$ cat config.mk
export PLATFORM = sky130hd
export DESIGN_NAME = sap_top
export DESIGN_NICKNAME = d
export VERILOG_FILES = /design/src/design/sap_pkg.sv /design/src/design/sap_fifo.sv /design/src/design/sap_top.sv
export SDC_FILE = /design/constraint.sdc
export NUM_CORES = 1
export LEC_CHECK = 0
export ABC_AREA = 1
export BUFFER_PORTS_ARGS = -buffer_cell sky130_fd_sc_hd__buf_2
export CELL_PAD_IN_SITES_DETAIL_PLACEMENT = 1
export CELL_PAD_IN_SITES_GLOBAL_PLACEMENT = 1
export CORE_ASPECT_RATIO = 0.8
export CORE_MARGIN = 2
export CORE_UTILIZATION = 50
export CTS_BUF_LIST = sky130_fd_sc_hd__clkbuf_4
export DETAILED_ROUTE_END_ITERATION = 8
export PLACE_DENSITY = 0.88
export SLEW_MARGIN = 30
export SYNTH_ARGS = -nofsm -noshare
export SYNTH_HDL_FRONTEND = slang
export SYNTH_SLANG_ARGS = --single-unit
$ cat constraint.sdc
create_clock -name CLK -period 7.5 [get_ports CLK]
set_clock_uncertainty 0.15 [all_clocks]
set_input_delay 1.125 -clock CLK [delete_from_list [all_inputs] [get_ports CLK]]
set_output_delay 1.125 -clock CLK [all_outputs]
set_load 0.02 [all_outputs]
$ cat src/design/sap_pkg.sv
// package for the simultaneous-sampling converter host port
// assumes a 20 MHz system clock and a strobe-driven host outside it
package sap_pkg;
	localparam int CLK_MHZ = 20;
	localparam int CONV_TIME_NS = 3000;
	localparam int CLK_PERIOD_NS = 1000 / CLK_MHZ;
	// longest time rounds down
	localparam int CONV_CYCLES = CONV_TIME_NS / CLK_PERIOD_NS;
	localparam int NUM_CH = 8;
	localparam int CH_W = 3;
	localparam int RES_W = 16;
	localparam int CFG_W = 4;
	localparam int CNT_W = 8;
	localparam logic [CFG_W-1:0] CFG_RESET = 4'h0;
	localparam int CFG_TRIG_POS = 0;
	localparam int CFG_RSVD_POS = 1;
	localparam int CFG_FMT_POS = 2;
	localparam int CFG_REF_POS = 3;
	localparam int FIFO_DEPTH = 8;
	// pins at rest: strobes high, trigger and power-down low
	localparam logic [4:0] PIN_IDLE = 5'h07;
	localparam logic [RES_W-1:0] SIGN_MASK16 = 16'h8000;
	localparam logic [RES_W-1:0] SIGN_MASK14 = 16'h2000;

	typedef struct packed {
		logic ref_source_bit;
		logic result_format_bit;
		logic reserved_zero_bit;
		logic trigger_mode_bit;
	} sap_cfg_t;

	typedef struct packed {
		logic [CH_W-1:0] ch;
		logic [RES_W-1:0] value;
	} sap_word_t;

	typedef enum logic [1:0] {
		ST_IDLE = 2'b00,
		ST_ACQ = 2'b01,
		ST_CONV = 2'b10,
		ST_DOWN = 2'b11
	} sap_state_t;
endpackage : sap_pkg

$ cat src/design/sap_fifo.sv
// small flip-flop fifo, valid/ready on both sides
// assumes one clock and synchronous active-low reset
`timescale 1ns/1ps
module sap_fifo #(
	parameter int WIDTH = 19,
	parameter int DEPTH = 8
) (
	input wire logic clk,
	input wire logic nrst,
	input wire logic in_valid,
	output logic in_ready,
	input wire logic [WIDTH-1:0] in_data,
	output logic out_valid,
	input wire logic out_ready,
	output logic [WIDTH-1:0] out_data
);
	localparam int AW = $clog2(DEPTH);
	logic [WIDTH-1:0] mem_r [DEPTH];
	logic [AW-1:0] wp_r;
	logic [AW-1:0] rp_r;
	logic [AW:0] cnt_r;
	logic push;
	logic pop;

	assign in_ready = (cnt_r != (AW+1)'(DEPTH));
	assign out_valid = (cnt_r != '0);
	assign out_data = mem_r[rp_r];
	assign push = in_valid && in_ready;
	assign pop = out_valid && out_ready;

	always_ff @(posedge clk)
	begin
		if (push)
			mem_r[wp_r] <= in_data;
	end

	always_ff @(posedge clk)
	begin
		if (!nrst)
		begin
			wp_r <= '0;
			rp_r <= '0;
			cnt_r <= '0;
		end
		else
		begin
			if (push)
				wp_r <= AW'((wp_r + 1'b1) % DEPTH);
			if (pop)
				rp_r <= AW'((rp_r + 1'b1) % DEPTH);
			cnt_r <= (AW+1)'(cnt_r + push - pop);
		end
	end
endmodule : sap_fifo

$ cat src/design/sap_top.sv
// digital control and parallel host port of the simultaneous-sampling converter
// assumes host strobes and trigger arrive asynchronously; sample words come from sar cores
`timescale 1ns/1ps
module sap_top
	import sap_pkg::*;
#(
	parameter bit IS_14BIT = 1'b0
) (
	// clock and reset
	input wire logic CLK,
	input wire logic NRST,
	// host strobes, trigger and power-down
	input wire logic CS_N,
	input wire logic RD_N,
	input wire logic WR_N,
	input wire logic SAMPLE_END_TRIGGER,
	input wire logic POWER_DOWN_IN,
	// result bus, three-signal form
	input wire logic [RES_W-1:0] RESULT_BUS_I,
	output logic [RES_W-1:0] RESULT_BUS_O,
	output logic [RES_W-1:0] RESULT_BUS_OE,
	// dedicated config pins of the narrow variant
	input wire logic CFG_PIN_1,
	input wire logic CFG_PIN_0,
	// converter cores
	input wire logic [NUM_CH*RES_W-1:0] SAR_RESULTS,
	output logic SAR_SAMPLE,
	output logic SAR_CONVERT,
	output logic LOW_POWER,
	// status and config outputs
	output logic CONV_DONE_N,
	output logic REF_SOURCE_BIT,
	output logic RESULT_FORMAT_BIT,
	output logic TRIGGER_MODE_BIT
);
	// How it works
	// RULE_01: done flag high at start, low after
	// RULE_02: trigger rise ends sampling, starts converting
	// RULE_03: mode 0 acquires while trigger low
	// RULE_04: power-down high holds low-current state
	// RULE_05: config survives power-down
	// RULE_06: config loads on write strobe rise
	// RULE_07: host holds chip select for accesses
	// RULE_08: read strobe rise advances channel
	// RULE_09: all channels convert together
	// RULE_10: results ready fixed time after sampling
	// RULE_11: wide variant config on lines 3-0
	// RULE_12: narrow variant config lines 1-0 plus pins
	// RULE_13: result width 16 or 14 lines
	// RULE_14: host shares bus for config writes
	// RULE_15: bus released when read or select high
	// RULE_16: mode 1 reacquires after conversion ends
	// RULE_17: format bit picks offset or twos complement
	// RULE_18: reference bit, reserved bit kept zero
	// RULE_19: readout restarts at channel 0
	// RULE_20: results held until next conversion

	logic [4:0] s1_r;
	logic [4:0] s2_r;
	logic [4:0] s3_r;
	logic [RES_W-1:0] bus1_r;
	logic [RES_W-1:0] bus2_r;
	logic [1:0] pin1_r;
	logic [1:0] pin2_r;
	logic cs_n;
	logic rd_n;
	logic wr_n;
	logic trig;
	logic pdn;
	logic trig_rise;
	logic rd_rise;
	logic wr_rise;
	sap_cfg_t cfg_r;
	sap_cfg_t cfg_nxt;
	sap_state_t state_r;
	logic [CNT_W-1:0] cnt_r;
	logic [RES_W-1:0] res_r [NUM_CH];
	logic [CH_W-1:0] ptr_r;
	logic done_n_r;
	logic [RES_W-1:0] bus_o_r;
	logic [RES_W-1:0] bus_oe_r;
	logic conv_end;
	logic fifo_in_valid;
	logic fifo_in_ready;
	sap_word_t fifo_in;
	logic fifo_out_valid;
	sap_word_t fifo_out;
	logic [CH_W-1:0] load_ch_r;
	logic loading_r;
	logic [RES_W-1:0] fmt_word;
	logic [RES_W-1:0] raw_word;
	logic [RES_W-1:0] sign_mask;

	// two-stage synchronisers for every pin input
	always_ff @(posedge CLK)
	begin
		if (!NRST)
		begin
			// rest levels, so no false power-down or edge after reset
			s1_r <= PIN_IDLE;
			s2_r <= PIN_IDLE;
			s3_r <= PIN_IDLE;
			bus1_r <= '0;
			bus2_r <= '0;
			pin1_r <= '0;
			pin2_r <= '0;
		end
		else
		begin
			s1_r <= {POWER_DOWN_IN, SAMPLE_END_TRIGGER, WR_N, RD_N, CS_N};
			s2_r <= s1_r;
			s3_r <= s2_r;
			bus1_r <= RESULT_BUS_I;
			bus2_r <= bus1_r;
			pin1_r <= {CFG_PIN_1, CFG_PIN_0};
			pin2_r <= pin1_r;
		end
	end

	assign cs_n = s2_r[0];
	assign rd_n = s2_r[1];
	assign wr_n = s2_r[2];
	assign trig = s2_r[3];
	assign pdn = s2_r[4];
	assign trig_rise = trig && !s3_r[3];
	// select taken one stage back: host may lift select with the strobe
	assign rd_rise = rd_n && !s3_r[1] && !s3_r[0];
	// data taken from the same sync stage as the strobe; select taken one stage back
	assign wr_rise = wr_n && !s3_r[2] && !s3_r[0];

	// RULE_11 RULE_12 config routing per variant
	always_comb
	begin
		cfg_nxt = cfg_r;
		if (IS_14BIT)
			cfg_nxt = sap_cfg_t'({bus2_r[1:0], pin2_r});
		else
			cfg_nxt = sap_cfg_t'(bus2_r[3:0]);
		// RULE_18 reserved bit forced zero
		cfg_nxt.reserved_zero_bit = 1'b0;
	end

	// RULE_06 RULE_05 load on write rise, power-down leaves it
	always_ff @(posedge CLK)
	begin
		if (!NRST)
			cfg_r <= sap_cfg_t'(CFG_RESET);
		else if (wr_rise)
			cfg_r <= cfg_nxt;
	end

	assign conv_end = (state_r == ST_CONV) && (cnt_r == CNT_W'(CONV_CYCLES - 1));

	// RULE_02 RULE_03 RULE_16 RULE_04 sequencing
	always_ff @(posedge CLK)
	begin
		if (!NRST)
		begin
			state_r <= ST_IDLE;
			cnt_r <= '0;
		end
		else if (pdn)
			state_r <= ST_DOWN;
		else
		begin
			unique case (state_r)
				ST_DOWN:
					state_r <= ST_IDLE;
				ST_IDLE:
					if (trig_rise)
					begin
						state_r <= ST_CONV;
						cnt_r <= '0;
					end
					else if (!trig)
						state_r <= ST_ACQ;
				ST_ACQ:
					if (trig_rise)
					begin
						state_r <= ST_CONV;
						cnt_r <= '0;
					end
				ST_CONV:
					// RULE_10 fixed conversion time
					if (conv_end)
						state_r <= cfg_r.trigger_mode_bit ? ST_ACQ : ST_IDLE;
					else
						cnt_r <= CNT_W'(cnt_r + 1'b1);
			endcase
		end
	end

	// RULE_01 done flag
	always_ff @(posedge CLK)
	begin
		if (!NRST)
			done_n_r <= 1'b1;
		else if (state_r != ST_CONV && trig_rise && !pdn)
			done_n_r <= 1'b1;
		else if (conv_end && !pdn)
			done_n_r <= 1'b0;
	end

	// RULE_09 core results taken one channel per clock after conversion end; queued through fifo
	always_ff @(posedge CLK)
	begin
		if (!NRST)
		begin
			loading_r <= 1'b0;
			load_ch_r <= '0;
		end
		else if (conv_end && !pdn)
		begin
			loading_r <= 1'b1;
			load_ch_r <= '0;
		end
		else if (loading_r && fifo_in_ready)
		begin
			load_ch_r <= CH_W'(load_ch_r + 1'b1);
			if (load_ch_r == CH_W'(NUM_CH - 1))
				loading_r <= 1'b0;
		end
	end

	assign raw_word = SAR_RESULTS[load_ch_r*RES_W +: RES_W];
	assign sign_mask = IS_14BIT ? SIGN_MASK14 : SIGN_MASK16;
	// RULE_17 RULE_13 format and width
	assign fmt_word = (cfg_r.result_format_bit ? (raw_word ^ sign_mask) : raw_word)
		& (IS_14BIT ? 16'h3fff : 16'hffff);
	assign fifo_in_valid = loading_r;
	assign fifo_in = '{ch: load_ch_r, value: fmt_word};

	sap_fifo #(.WIDTH($bits(sap_word_t)), .DEPTH(FIFO_DEPTH)) u_fifo (
		.clk(CLK),
		.nrst(NRST),
		.in_valid(fifo_in_valid),
		.in_ready(fifo_in_ready),
		.in_data(fifo_in),
		.out_valid(fifo_out_valid),
		.out_ready(1'b1),
		.out_data(fifo_out)
	);

	// RULE_20 results held until overwritten
	generate
		for (genvar g = 0; g < NUM_CH; g++)
		begin : g_res
			always_ff @(posedge CLK)
			begin
				if (!NRST)
					res_r[g] <= '0;
				else if (fifo_out_valid && fifo_out.ch == CH_W'(g))
					res_r[g] <= fifo_out.value;
			end
		end
	endgenerate

	// RULE_19 RULE_08 readout pointer
	always_ff @(posedge CLK)
	begin
		if (!NRST)
			ptr_r <= '0;
		else if (conv_end)
			ptr_r <= '0;
		else if (rd_rise)
			ptr_r <= CH_W'((ptr_r + 1'b1) % NUM_CH);
	end

	// RULE_15 bus driven only with read and select low
	always_ff @(posedge CLK)
	begin
		if (!NRST)
		begin
			bus_o_r <= '0;
			bus_oe_r <= '0;
		end
		else
		begin
			bus_o_r <= res_r[ptr_r];
			bus_oe_r <= (!rd_n && !cs_n && !pdn) ? (IS_14BIT ? 16'h3fff : 16'hffff) : 16'h0000;
		end
	end

	always_ff @(posedge CLK)
	begin
		if (!NRST)
		begin
			SAR_SAMPLE <= 1'b0;
			SAR_CONVERT <= 1'b0;
			LOW_POWER <= 1'b0;
		end
		else
		begin
			SAR_SAMPLE <= (state_r == ST_ACQ);
			SAR_CONVERT <= (state_r == ST_CONV);
			LOW_POWER <= pdn;
		end
	end

	assign RESULT_BUS_O = bus_o_r;
	assign RESULT_BUS_OE = bus_oe_r;
	assign CONV_DONE_N = done_n_r;
	assign REF_SOURCE_BIT = cfg_r.ref_source_bit;
	assign RESULT_FORMAT_BIT = cfg_r.result_format_bit;
	assign TRIGGER_MODE_BIT = cfg_r.trigger_mode_bit;
endmodule : sap_top

# ---- Word-level counts from Yosys, hierarchy flattened
# Memories as Yosys holds them, arrays and structs flattened. A register that Yosys moved wholly into a read port is not among the register bits.
# Index checks and enable logic that the tools add are counted.
dict set report classes {
  n_addsub 7
  eq_ne 19
  n_shift 1
  n_mux 52
  bitwise_logic 11
  n_reduce_logical 41
}
# op n
set op_table {}
lappend op_table {{$mux W16} 10}
lappend op_table {{$shiftx A128 B8 Y16} 1}
lappend op_table {{$mux W1} 31}
lappend op_table {{$logic_and A1 B1 Y1} 20}
lappend op_table {{$mux W8} 2}
lappend op_table {{$pmux W8 S2} 1}
lappend op_table {{$eq A3 B3 Y1 const B} 5}
lappend op_table {{$add A3 B1 Y3 const B} 4}
lappend op_table {{$mux W2} 5}
lappend op_table {{$add A8 B1 Y8 const B} 1}
lappend op_table {{$eq A8 B6 Y1 const B} 1}
lappend op_table {{$logic_not A1 Y1} 8}
lappend op_table {{$ne A4 B4 Y1 const B} 2}
lappend op_table {{$or A1 B1 Y1} 8}
lappend op_table {{$pmux W2 S4} 1}
lappend op_table {{$reduce_or A2 Y1} 4}
lappend op_table {{$eq A3 B2 Y1 const B} 2}
lappend op_table {{$mux W3} 2}
lappend op_table {{$ne A3 B3 Y1 const B} 2}
lappend op_table {{$reduce_bool A2 Y1} 3}
lappend op_table {{$add A4 B1 Y4} 1}
lappend op_table {{$eq A2 B2 Y1 const B} 2}
lappend op_table {{$ne A2 B2 Y1 const B} 2}
lappend op_table {{$reduce_and A4 Y1} 1}
lappend op_table {{10 further kinds} 12}
dict set report word_totals {
  regBits 72
  mem_bits_rw 280
  out_inout_bits 39
  elab_cells 154
  mem_count 2
}
# name words width rd rd_ports_with_merged_regs wr line
set memory_table {}
lappend memory_table {u_fifo.mem_r 8 19 1 1 1 sap_fifo.sv:18} ;# logic [WIDTH-1:0] mem_r [DEPTH];
lappend memory_table {res_r 8 16 1 1 8 sap_top.sv:77} ;# logic [RES_W-1:0] res_r [NUM_CH];

# ---- Logic depth before layout (Yosys ltp)
# Gate-level depths: netlist of run 1.
dict set report depth {
  depth_word 6
  mapped_depth 12
}

# ---- By module
# A second synthesis of run 1 with hierarchy kept.
dict set report unflattened {
  hier_cells 1811
  area_unflattened_um2 16415.7
}
# module n_inst cells_each area_each_um2 seq_area_each_um2
set by_module_without_submodules {}
lappend by_module_without_submodules {sap_top 1 1057 9098.7 5064.9}
lappend by_module_without_submodules {sap_fifo 1 754 7317.0 4824.6}

# ---- Worst setup path before layout of run 1
# Ideal clock, no wire load.
dict set report synth_timing {
  kind {input to register}
  startpoint {in NRST}
  endpoint {mem res_r[0][0] (enable)}
  arrival_ns 2.310
  required_ns 6.987
  slack_ns 4.677
  path_stages 4
  path_buffers 3
  path_cell_list {clkbuf_2 -> buf_2 -> clkbuf_1 -> nand2_1}
}
# item line
set synth_rtl {}
lappend synth_rtl {{from (decl)} sap_top.sv:11} ;# input wire logic NRST,
lappend synth_rtl {{to (decl)} sap_top.sv:77}

==> results of run 1 <==
[metrics by stage]
stage	hold slack, ns	area, um2	total power, W	util, %	worst slack, ns
floorplan	0.2386	15670	0.003469	-	4.677
global placement	0.2456	16710	0.003780	54.62	3.811
detailed placement	0.2513	16710	0.003903	54.62	3.719
CTS	0.2672	17920	0.005642	58.58	3.634
global route	0.2827	17930	0.005899	58.60	3.384
finish	0.2635	17930	0.005606	58.60	3.653
[flip-flops by register name, indices dropped and copies added (netlist names), 4 cells and up, named ones only]
register and flops:
RESULT_BUS_O 16, cnt_r 8, res_r 128, s1_r 5, s2_r 5, s3_r 4
u_fifo.cnt_r 4, u_fifo.mem_r 152
[kinds of logic (layout without fill, tap and decap cells)]
group | Yosys count | after routing
AND/OR/NAND/NOR | 689 | 689
flip-flops | 354 | 354
AO/OA/AOI/OAI | 310 | 310
buffers and inverters | 183 | 436
adder cells (fa/ha/maj) | 13 | 13
XOR/XNOR | 6 | 6
other | 0 | 2
[power by group through the flow]
stage / Sequential (W) / Clock (W) / Combinational (W)
floorplan: 0.00253 / 0 / 0.000943
global placement: 0.00254 / 0 / 0.00124
detailed placement: 0.00256 / 0 / 0.00134
CTS: 0.00252 / 0.00176 / 0.00137
global route: 0.00254 / 0.00186 / 0.00150
finish: 0.00252 / 0.00172 / 0.00136
[final timing paths]
path                  end  depth (start not counted)  slack (ns)
max          res_r[1][15]                         10        3.65
min reg2reg       s2_r[3]                          2        0.26
min               s2_r[3]                          2        0.26
max reg2reg  res_r[1][15]                         10        3.65
[tightest hold or removal path, stage by stage (launching register included)]
cell     delay (ns)
dfxtp_1        0.30
nand2_1        0.05
inv_1          0.04
[area by class of cell]
cell class,count,area [um2]
Sequential cell,354,9899
Clock inverter,23,145.1
Tap cell,413,516.7
Clock buffer,142,1066
Fill cell,3467,12670
Multi-Input combinational cell,1018,4987
Timing Repair Buffer,195,1023
Antenna cell,2,5.005
Inverter,76,286.5
[routing by layer]
metal | share of wire (%) | global-route usage, % | vias to the layer above
met5 | 0 | 0 | -
met4 | 3.3 | 12.87 | 0
met3 | 5.5 | 5.382 | 113
met2 | 50 | 48.14 | 434
met1 | 41 | 34.10 | 6195
li1 | - | - | 5764
[cells in the final DEF (no fill, tap or decap), types with 2 or more instances in the layout]
cell type,Yosys,routed
buf_2,19,176
o21ai_1,13,13
nand2_1,168,168
o211ai_1,2,2
nor2_4,4,4
a31oi_1,2,2
nor2_8,2,2
inv_1,74,73
nor2_1,442,435
o32ai_1,46,46
nand3_4,7,7
clkbuf_4,0,142
ha_1,12,12
nand3_1,31,31
or2_2,7,7
dfxtp_2,0,5
nand2_2,5,5
nor2_2,10,17
a21oi_1,21,21
buf_4,16,19
inv_2,2,2
o21ai_2,16,16
o22ai_1,16,16
nand4_1,2,2
edfxtp_1,280,280
bufinv_16,0,2
diode_2,0,2
xor2_1,6,6
clkinv_1,0,18
o221ai_1,16,16
nor3_1,7,7
clkinv_2,0,3
o21ai_0,177,177
dfxtp_1,74,68
nand3_2,2,2
==> results.sh, run 1 <==
export IMPL_p_comb_share_pct=24.3
export IMPL_hold_viol=0
export IMPL_die_h_um=162.3
export IMPL_yosys_area_share_xor_xnor_pct=0.3354
export IMPL_design_portCount=192
export IMPL_synthTopCellsByCount="nor2_1 (442), edfxtp_1 (280), o21ai_0 (177)"
export IMPL_ys_flop_type="edfxtp_1"
export IMPL_synth_fp_nets=1721
export IMPL_worstSkewPairLatency_ns=0.75
export IMPL_p_clk_share_pct=30.8
export IMPL_ant_nets=0
export IMPL_drive_gt1_share_pct=22.73
export IMPL_crit_path_end_kind="flip-flop"
export IMPL_synth_simple_area_share_pct=18.33
export IMPL_relSlewSlack_pct=35.12
export IMPL_max_slew_worst_pin_slew_ns=0.9718
export IMPL_yosysMostFrequentCell="nor2_1"
export IMPL_peakVddDrop_v=0.0002118
export IMPL_avgRoutedWirePerCell_um=20.28
export IMPL_synth_top_family_by_area="simple AND/OR/NAND/NOR gates"
export IMPL_slowest_delay_ns=0.64
export IMPL_synth_compound_area_share_pct=11.97
export IMPL_slowest_stage="nand2_1"
export IMPL_cts_resized=0
export IMPL_switching_share_pct=34.01
export IMPL_synthMuxAreaShare_pct=0
export IMPL_firstDrtPassIters=5
export IMPL_path_max_fanout=77
export IMPL_clk_pin_slew_ns=0.07
export IMPL_cts_buffers=91
export IMPL_max_freq_ghz=0.2600
export IMPL_cap_violations=0
export IMPL_seq_power_share_pct=44.9
export IMPL_syn_to_final_growth_pct=14.43
export IMPL_power_density_nw_per_um2=312.6
export IMPL_ys_types=37
export IMPL_path_cells="buf_4 -> inv_2 -> buf_4 -> nand2_1 -> nand3_1 -> nand3_1 -> nand2_1 -> nor2_4 -> nand2_1 -> nand2_1"
export IMPL_crit_required_ns=7.69
export IMPL_drc=0
export IMPL_cts_setup_buffers=0
export IMPL_grt_first_pass_wirelength_um=71130
export IMPL_maxSlewViolCount=0
export IMPL_status="finished clean"
export IMPL_crit_buf_inv=3
export IMPL_crit_arrival_ns=4.03
export IMPL_hold_buffers=0
export IMPL_dpl_cell_count=2056
export IMPL_wl_um=45090
export IMPL_cts_tree="yes"
export IMPL_cts_root_buf="clkbuf_4"
export IMPL_synthCells=1555
export IMPL_cp_start_kind="flip-flop"
export IMPL_crit_family="simple AND/OR/NAND/NOR gates"
export IMPL_gp_congestion=0.7893
export IMPL_die_w_um=201.9
export IMPL_final_cells=2223
export IMPL_async_reset_ff_share_pct=0
export IMPL_fin_crit_sh_pct=51.29
export IMPL_drt_iter0_markers=783
export IMPL_ys_seq_area_share_pct=63.12
export IMPL_grt_max_degree=78
export IMPL_dieArea_um2=32780
export IMPL_yosys_register_bits=354
export IMPL_min_path_type="reg2reg"
export IMPL_synth_top_area_share_pct=53.66
export IMPL_fp_coreArea_um2=30600
export IMPL_hpwl_um=28630
export IMPL_row_count=57
export IMPL_rsz0062_at_grt="no"
export IMPL_nets=1902
export IMPL_path_class="reg2reg"
export IMPL_synth_top_area_cell="edfxtp_1"
export IMPL_synth_edf_count=280
export IMPL_syn_mean_instance_area_um2=10.08
export IMPL_synth_area_um2=15670
export IMPL_synth_area_leaders="edfxtp_1 (54%), nor2_1 (11%), dfxtp_1 (9.5%)"
export IMPL_fin_crit_ns=3.847
export IMPL_numPortBuffers=176
export IMPL_numClockSinks=354
export IMPL_antenna_found_initial=2
export IMPL_leakagePower_nw=7.249
export IMPL_h_tree_depth=3
export IMPL_p_sw_w=0.001906
export IMPL_setup_viol=0
export IMPL_min_from="s1_r[3]"
export IMPL_cts_buffer_depth=3
export IMPL_timing_critical_path_mode_cell="nand2_1"
export IMPL_grt_usage_pct=27.88
export IMPL_initial_core_util_pct=51.21
export IMPL_yosys_warnings=0
export IMPL_p_int_w=0.003699
export IMPL_num_vias=12510
export IMPL_grt_pass1_vias=13550
export IMPL_grt_overflow_total=0
export IMPL_fin_setup_tns_ns=0
export IMPL_vias_per_cell=5.626
export IMPL_synth_fa_ha_area_share_pct=1.086
Power figures use the tool's default switching activity.
==> run 2: changes to the inputs <==
--- a/config.mk
+++ b/config.mk
@@ -11,10 +11,10 @@
 export CELL_PAD_IN_SITES_GLOBAL_PLACEMENT = 1
 export CORE_ASPECT_RATIO = 0.8
 export CORE_MARGIN = 2
-export CORE_UTILIZATION = 50
+export CORE_UTILIZATION = 47
 export CTS_BUF_LIST = sky130_fd_sc_hd__clkbuf_4
 export DETAILED_ROUTE_END_ITERATION = 8
-export PLACE_DENSITY = 0.88
+export PLACE_DENSITY = 0.83
 export SLEW_MARGIN = 30
 export SYNTH_ARGS = -nofsm -noshare
 export SYNTH_HDL_FRONTEND = slang
==> constraint.sdc (replaced) <==
create_clock -name CLK -period 3.55 [get_ports CLK]
set_clock_uncertainty 0.15 [all_clocks]
set_input_delay 0.5325 -clock CLK [delete_from_list [all_inputs] [get_ports CLK]]
set_output_delay 0.5325 -clock CLK [all_outputs]
set_load 0.02 [all_outputs]
==> run 2 against run 1 <==
Against the previous run:
- register-to-register slack got worse by 2.8 ns
- maximum frequency grew 43%
- flip-flop and latch count unchanged
- sequential power up 110%
- routed wire length is 1.7% lower
- setup slack got worse by 2.8 ns
- final cell count increased by 0.90%
- non-clock buffer count grew 16
- sequential share of layout area shrank 0.33 points
- die area grew 6.2%
- largest cell class unchanged
==> results.sh, run 2 (synthesis results as in run 1) <==
export IMPL_status="finished clean"
export IMPL_hold_viol=0
export IMPL_crit_family="simple AND/OR/NAND/NOR gates"
export IMPL_vias_per_cell=5.545
export IMPL_leakagePower_nw=7.284
export IMPL_setup_ws_ns=0.8538
export IMPL_drive_gt1_share_pct=22.95
export IMPL_n_fill_cell=3698
export IMPL_cts_setup_buffers=0
export IMPL_cts_buffer_depth=3
export IMPL_fin_setup_tns_ns=0
export IMPL_h_tree_depth=3
export IMPL_drc=0
export IMPL_cts_buffers=89
export IMPL_wl_um=44300
export IMPL_crit_required_ns=3.75
export IMPL_hpwl_um=27920
export IMPL_setup_viol=0
export IMPL_max_freq_ghz=0.3709
export IMPL_crit_path_end_kind="flip-flop"
export IMPL_crit_cells=7
export IMPL_relSlewSlack_pct=40.47
export IMPL_num_vias=12440
export IMPL_hold_buffers=8
export IMPL_utilization_pct=55.14
export IMPL_maxSlewViolCount=0
export IMPL_grt_pass1_vias=13190
export IMPL_ant_nets=0
export IMPL_reg2reg_setup_slack_ns=0.85
export IMPL_dieArea_um2=34820
export IMPL_syn_to_final_growth_pct=15.09
export IMPL_cts_tree="yes"
export IMPL_largest_reg_flops=152
export IMPL_slowest_stage="nand2_1"
export IMPL_antenna_found_initial=2
export IMPL_r2r_cells=7
export IMPL_slowest_delay_ns=0.65
export IMPL_path_max_fanout=16
export IMPL_layout_common_cells="nor2_1 (434), edfxtp_1 (280), o21ai_0 (177), buf_2 (176), nand2_1 (168)"
export IMPL_row_count=59
export IMPL_mostFrequentLayoutCell="nor2_1"
export IMPL_crit_buf_inv=1
export IMPL_cap_violations=0
export IMPL_cts_root_buf="clkbuf_4"
export IMPL_avgRoutedWirePerCell_um=19.75
export IMPL_nets=1916
export IMPL_top_register="u_fifo.mem_r"
export IMPL_drt_iter0_markers=804
export IMPL_grt_usage_pct=25.67
export IMPL_clk_pin_slew_ns=0.08
export IMPL_path_cells="inv_1 -> nand3_1 -> nand3_1 -> nand2_2 -> nor2_4 -> nand2_1 -> nand2_1"
export IMPL_cts_resized=0
export IMPL_cp_start_kind="flip-flop"
export IMPL_grt_overflow_total=0
export IMPL_worstSkewPairLatency_ns=0.77
export IMPL_die_h_um=167.3
export IMPL_peakVddDrop_v=0.0002553
export IMPL_power_density_nw_per_um2=648.4
export IMPL_grt_max_degree=75
export IMPL_initial_core_util_pct=47.91
export IMPL_max_slew_worst_pin_slew_ns=0.8930
export IMPL_design_portCount=192
export IMPL_numClockSinks=354
export IMPL_fin_crit_sh_pct=75.95
export IMPL_gp_congestion=0.7932
export IMPL_grt_first_pass_wirelength_um=69770
export IMPL_path_class="reg2reg"
export IMPL_dp_slack_ns=0.8827
export IMPL_hold_path_depth=2
export IMPL_numPortBuffers=176
export IMPL_min_path_type="in2reg"
export IMPL_rsz0062_at_grt="no"
export IMPL_fin_crit_ns=2.696
export IMPL_fp_coreArea_um2=32700
export IMPL_crit_arrival_ns=2.89
export IMPL_die_w_um=208.1
export IMPL_firstDrtPassIters=5
run 2: metal layers:
layer | part of all wire [%] | wire, um | GRT usage, %
met1 | 41 | 18320 | 32.19
met2 | 50 | 22280 | 44.48
met3 | 6.1 | 2687 | 4.782
met4 | 2.3 | 1011 | 9.571
met5 | 0 | 0 | 0
run 2: where the power goes:
group | switching [W] | internal (W)
clock | 0.00169 | 0.00181
combinational | 0.00214 | 0.000760
sequential | 0.000177 | 0.00512
total | 0.00401 | 0.00769
run 2: worst paths after layout:
check,start,end
max,flip-flop,res_r[7][8]
min,NRST,s3_r[2]
max reg2reg,flip-flop,res_r[7][8]
min reg2reg,s2_r[2],s3_r[2]
run 2: area by class of cell:
type                    instances  area [um2]  area share [%]
flip-flops and latches        354        9897           54.88
inverters                      76       285.3           1.582
multi-input cells            1018        4990           27.67
diodes                          3       7.507         0.04163
well taps                     427       534.3           2.963
repair buffers                211        1189           6.591
clock inverters                18       110.1          0.6106
clock buffers                 136        1021           5.662
run 2: through the flow:
stage          instance area [um2]  hold slack (ns)  instances  total power (W)
2_1_floorplan                15670           0.2386       1555         0.007328
3_5_place_dp                 16810           0.2535       2078         0.008256
3_3_place_gp                 16810           0.2453       2078         0.008029
6_report                     18030          0.07099       2243          0.01169
5_1_grt                      18030          0.07877       2243          0.01234
4_1_cts                      18030          0.03519       2240          0.01178
==> run 3: changes to the inputs <==
==> constraint.sdc (replaced) <==
create_clock -name CLK -period 2.8 [get_ports CLK]
set_clock_uncertainty 0.15 [all_clocks]
set_input_delay 0.42 -clock CLK [delete_from_list [all_inputs] [get_ports CLK]]
set_output_delay 0.42 -clock CLK [all_outputs]
set_load 0.02 [all_outputs]
==> run 3 against run 2 <==
Against the previous run:
- setup slack got worse by 0.61 ns
- power increased by 26%
- hold slack improved by 0.15 ns
- sequential power increased by 27%
- largest cell class unchanged
- combinational power increased by 27%
- routed wire length decreased by 2.3%
- sequential share of layout area decreased by 0.38 points
- final cell count increased by 0.45%
- count of clock-buffer cells in the layout decreased by 3
- die area unchanged
- global-route usage decreased by 0.48 points
- core utilization increased by 0.38 points
==> results.sh, run 3 (synthesis results as in run 1) <==
export IMPL_status="finished clean"
export IMPL_hpwl_um=28190
export IMPL_cts_root_buf="clkbuf_4"
export IMPL_cts_tree="yes"
export IMPL_die_w_um=208.1
export IMPL_relSlewSlack_pct=51.93
export IMPL_cts_buffers=89
export IMPL_wl_um=43270
export IMPL_wl_met3_um=2382
export IMPL_grt_pass1_vias=13420
export IMPL_leakagePower_nw=7.340
export IMPL_min_path_type="in2reg"
export IMPL_top_layer="met4"
export IMPL_largest_reg_flops=152
export IMPL_worstSkewPairLatency_ns=0.75
export IMPL_cts_resized=0
export IMPL_grt_usage_pct=25.19
export IMPL_fin_crit_ns=2.552
export IMPL_rsz0062_at_grt="no"
export IMPL_hold_viol=0
export IMPL_wl_met2_um=21500
export IMPL_top_register="u_fifo.mem_r"
export IMPL_mostFrequentLayoutCell="nor2_1"
export IMPL_grt_overflow_total=0
export IMPL_numPortBuffers=176
export IMPL_drive_gt1_share_pct=23.03
export IMPL_cap_violations=0
export IMPL_fin_crit_sh_pct=91.16
export IMPL_firstDrtPassIters=5
export IMPL_vias_per_cell=5.522
export IMPL_syn_to_final_growth_pct=15.89
export IMPL_utilization_pct=55.53
export IMPL_clk_pin_slew_ns=0.07
export IMPL_ant_nets=0
export IMPL_path_class="reg2reg"
export IMPL_num_vias=12440
export IMPL_cp_start_kind="flip-flop"
export IMPL_met1Wirelength_um=18060
export IMPL_fin_setup_tns_ns=0
export IMPL_max_slew_worst_pin_slew_ns=0.7186
export IMPL_nets=1928
export IMPL_die_h_um=167.3
export IMPL_final_area_um2=18160
export IMPL_peakVddDrop_v=0.0004927
export IMPL_max_freq_ghz=0.3918
export IMPL_row_count=59
export IMPL_grt_first_pass_wirelength_um=68920
export IMPL_place_area_um2=16930
export IMPL_fp_coreArea_um2=32700
export IMPL_h_tree_depth=3
export IMPL_cts_buffer_depth=3
export IMPL_path_max_fanout=62
export IMPL_drt_iter0_markers=678
export IMPL_grt_max_degree=67
export IMPL_crit_arrival_ns=2.96
export IMPL_maxSlewViolCount=0
export IMPL_numClockSinks=354
export IMPL_setup_viol=0
export IMPL_power_density_nw_per_um2=809.8
export IMPL_design_portCount=192
export IMPL_dpl_cell_count=2086
export IMPL_crit_path_end_kind="flip-flop"
export IMPL_dieArea_um2=34820
export IMPL_crit_required_ns=3.21
export IMPL_avgRoutedWirePerCell_um=19.20
export IMPL_final_cells=2253
export IMPL_layout_common_cells="nor2_1 (434), edfxtp_1 (280), o21ai_0 (177), buf_2 (176), nand2_1 (168)"
export IMPL_initial_core_util_pct=47.91
export IMPL_holdWs_ns=0.2181
export IMPL_antenna_found_initial=2
export IMPL_drc=0
export IMPL_gp_congestion=0.8020
run 3: changes by cell type in the layout (fill, tap and decap cells not counted), sizes merged:
cell / delta
clkinvlp: -1
clkbuf: -3
dlygate4sd3: +4
buf: +8
clkinv: +3
diode: -1
run 3: final cells by class:
cell class,count,area (um2)
timing repair buffer,223,1339
clock inverter,20,110.1
fill,3714,14540
clock buffer,133,998.5
inverter,76,285.3
tap,427,534.3
antenna,2,5.005
multi-input combinational,1018,4990
sequential,354,9897
run 3: path summary, 6_finish.rpt:
kind,start,endpoint,slack (ns),cells after the start
max reg2reg,flip-flop,res_r[7][15],0.25,9
max,flip-flop,res_r[7][15],0.25,9
min reg2reg,s1_r[2],s2_r[2],0.26,1
min,SAR_RESULTS[121],u_fifo.mem_r[2][9],0.22,5
run 3: timing repair:
| action | 4_1_cts | 5_1_grt |
|---|---|---|
| hold buffers | 12 | 0 |
| buffers inserted | 0 | 0 |
| hold endpoints to repair | 22 | 0 |
run 3: critical path, stage by stage, from the launching register on:
cell     delay [ns]
dfxtp_2        0.55
buf_12         0.30
nand2_1        0.10
nand2_1        0.09
nand2_1        0.07
nand3_1        0.08
nand2_1        0.15
nor2_4         0.19
nand3_2        0.42
nor2_1         0.24
run 3: through the flow:
step	total power, W	setup slack (ns)
2_1_floorplan	0.009291	0.3972
3_3_place_gp	0.01024	0.4282
3_5_place_dp	0.01052	0.2585
4_1_cts	0.01484	0.2393
5_1_grt	0.01553	0.04466
6_report	0.01471	0.2476
run 3: metal layers:
metal	up-vias	track usage, %
met3	109	4.295
met1	6144	31.28
met4	0	10.07
met5	-	0
met2	388	44.02
li1	5800	-
run 3: where the power goes:
group          internal (W)  leakage (nW)  switching (W)
Combinational       0.00102          3.36        0.00265
Clock               0.00225         0.661        0.00205
Sequential          0.00648          3.32       0.000254
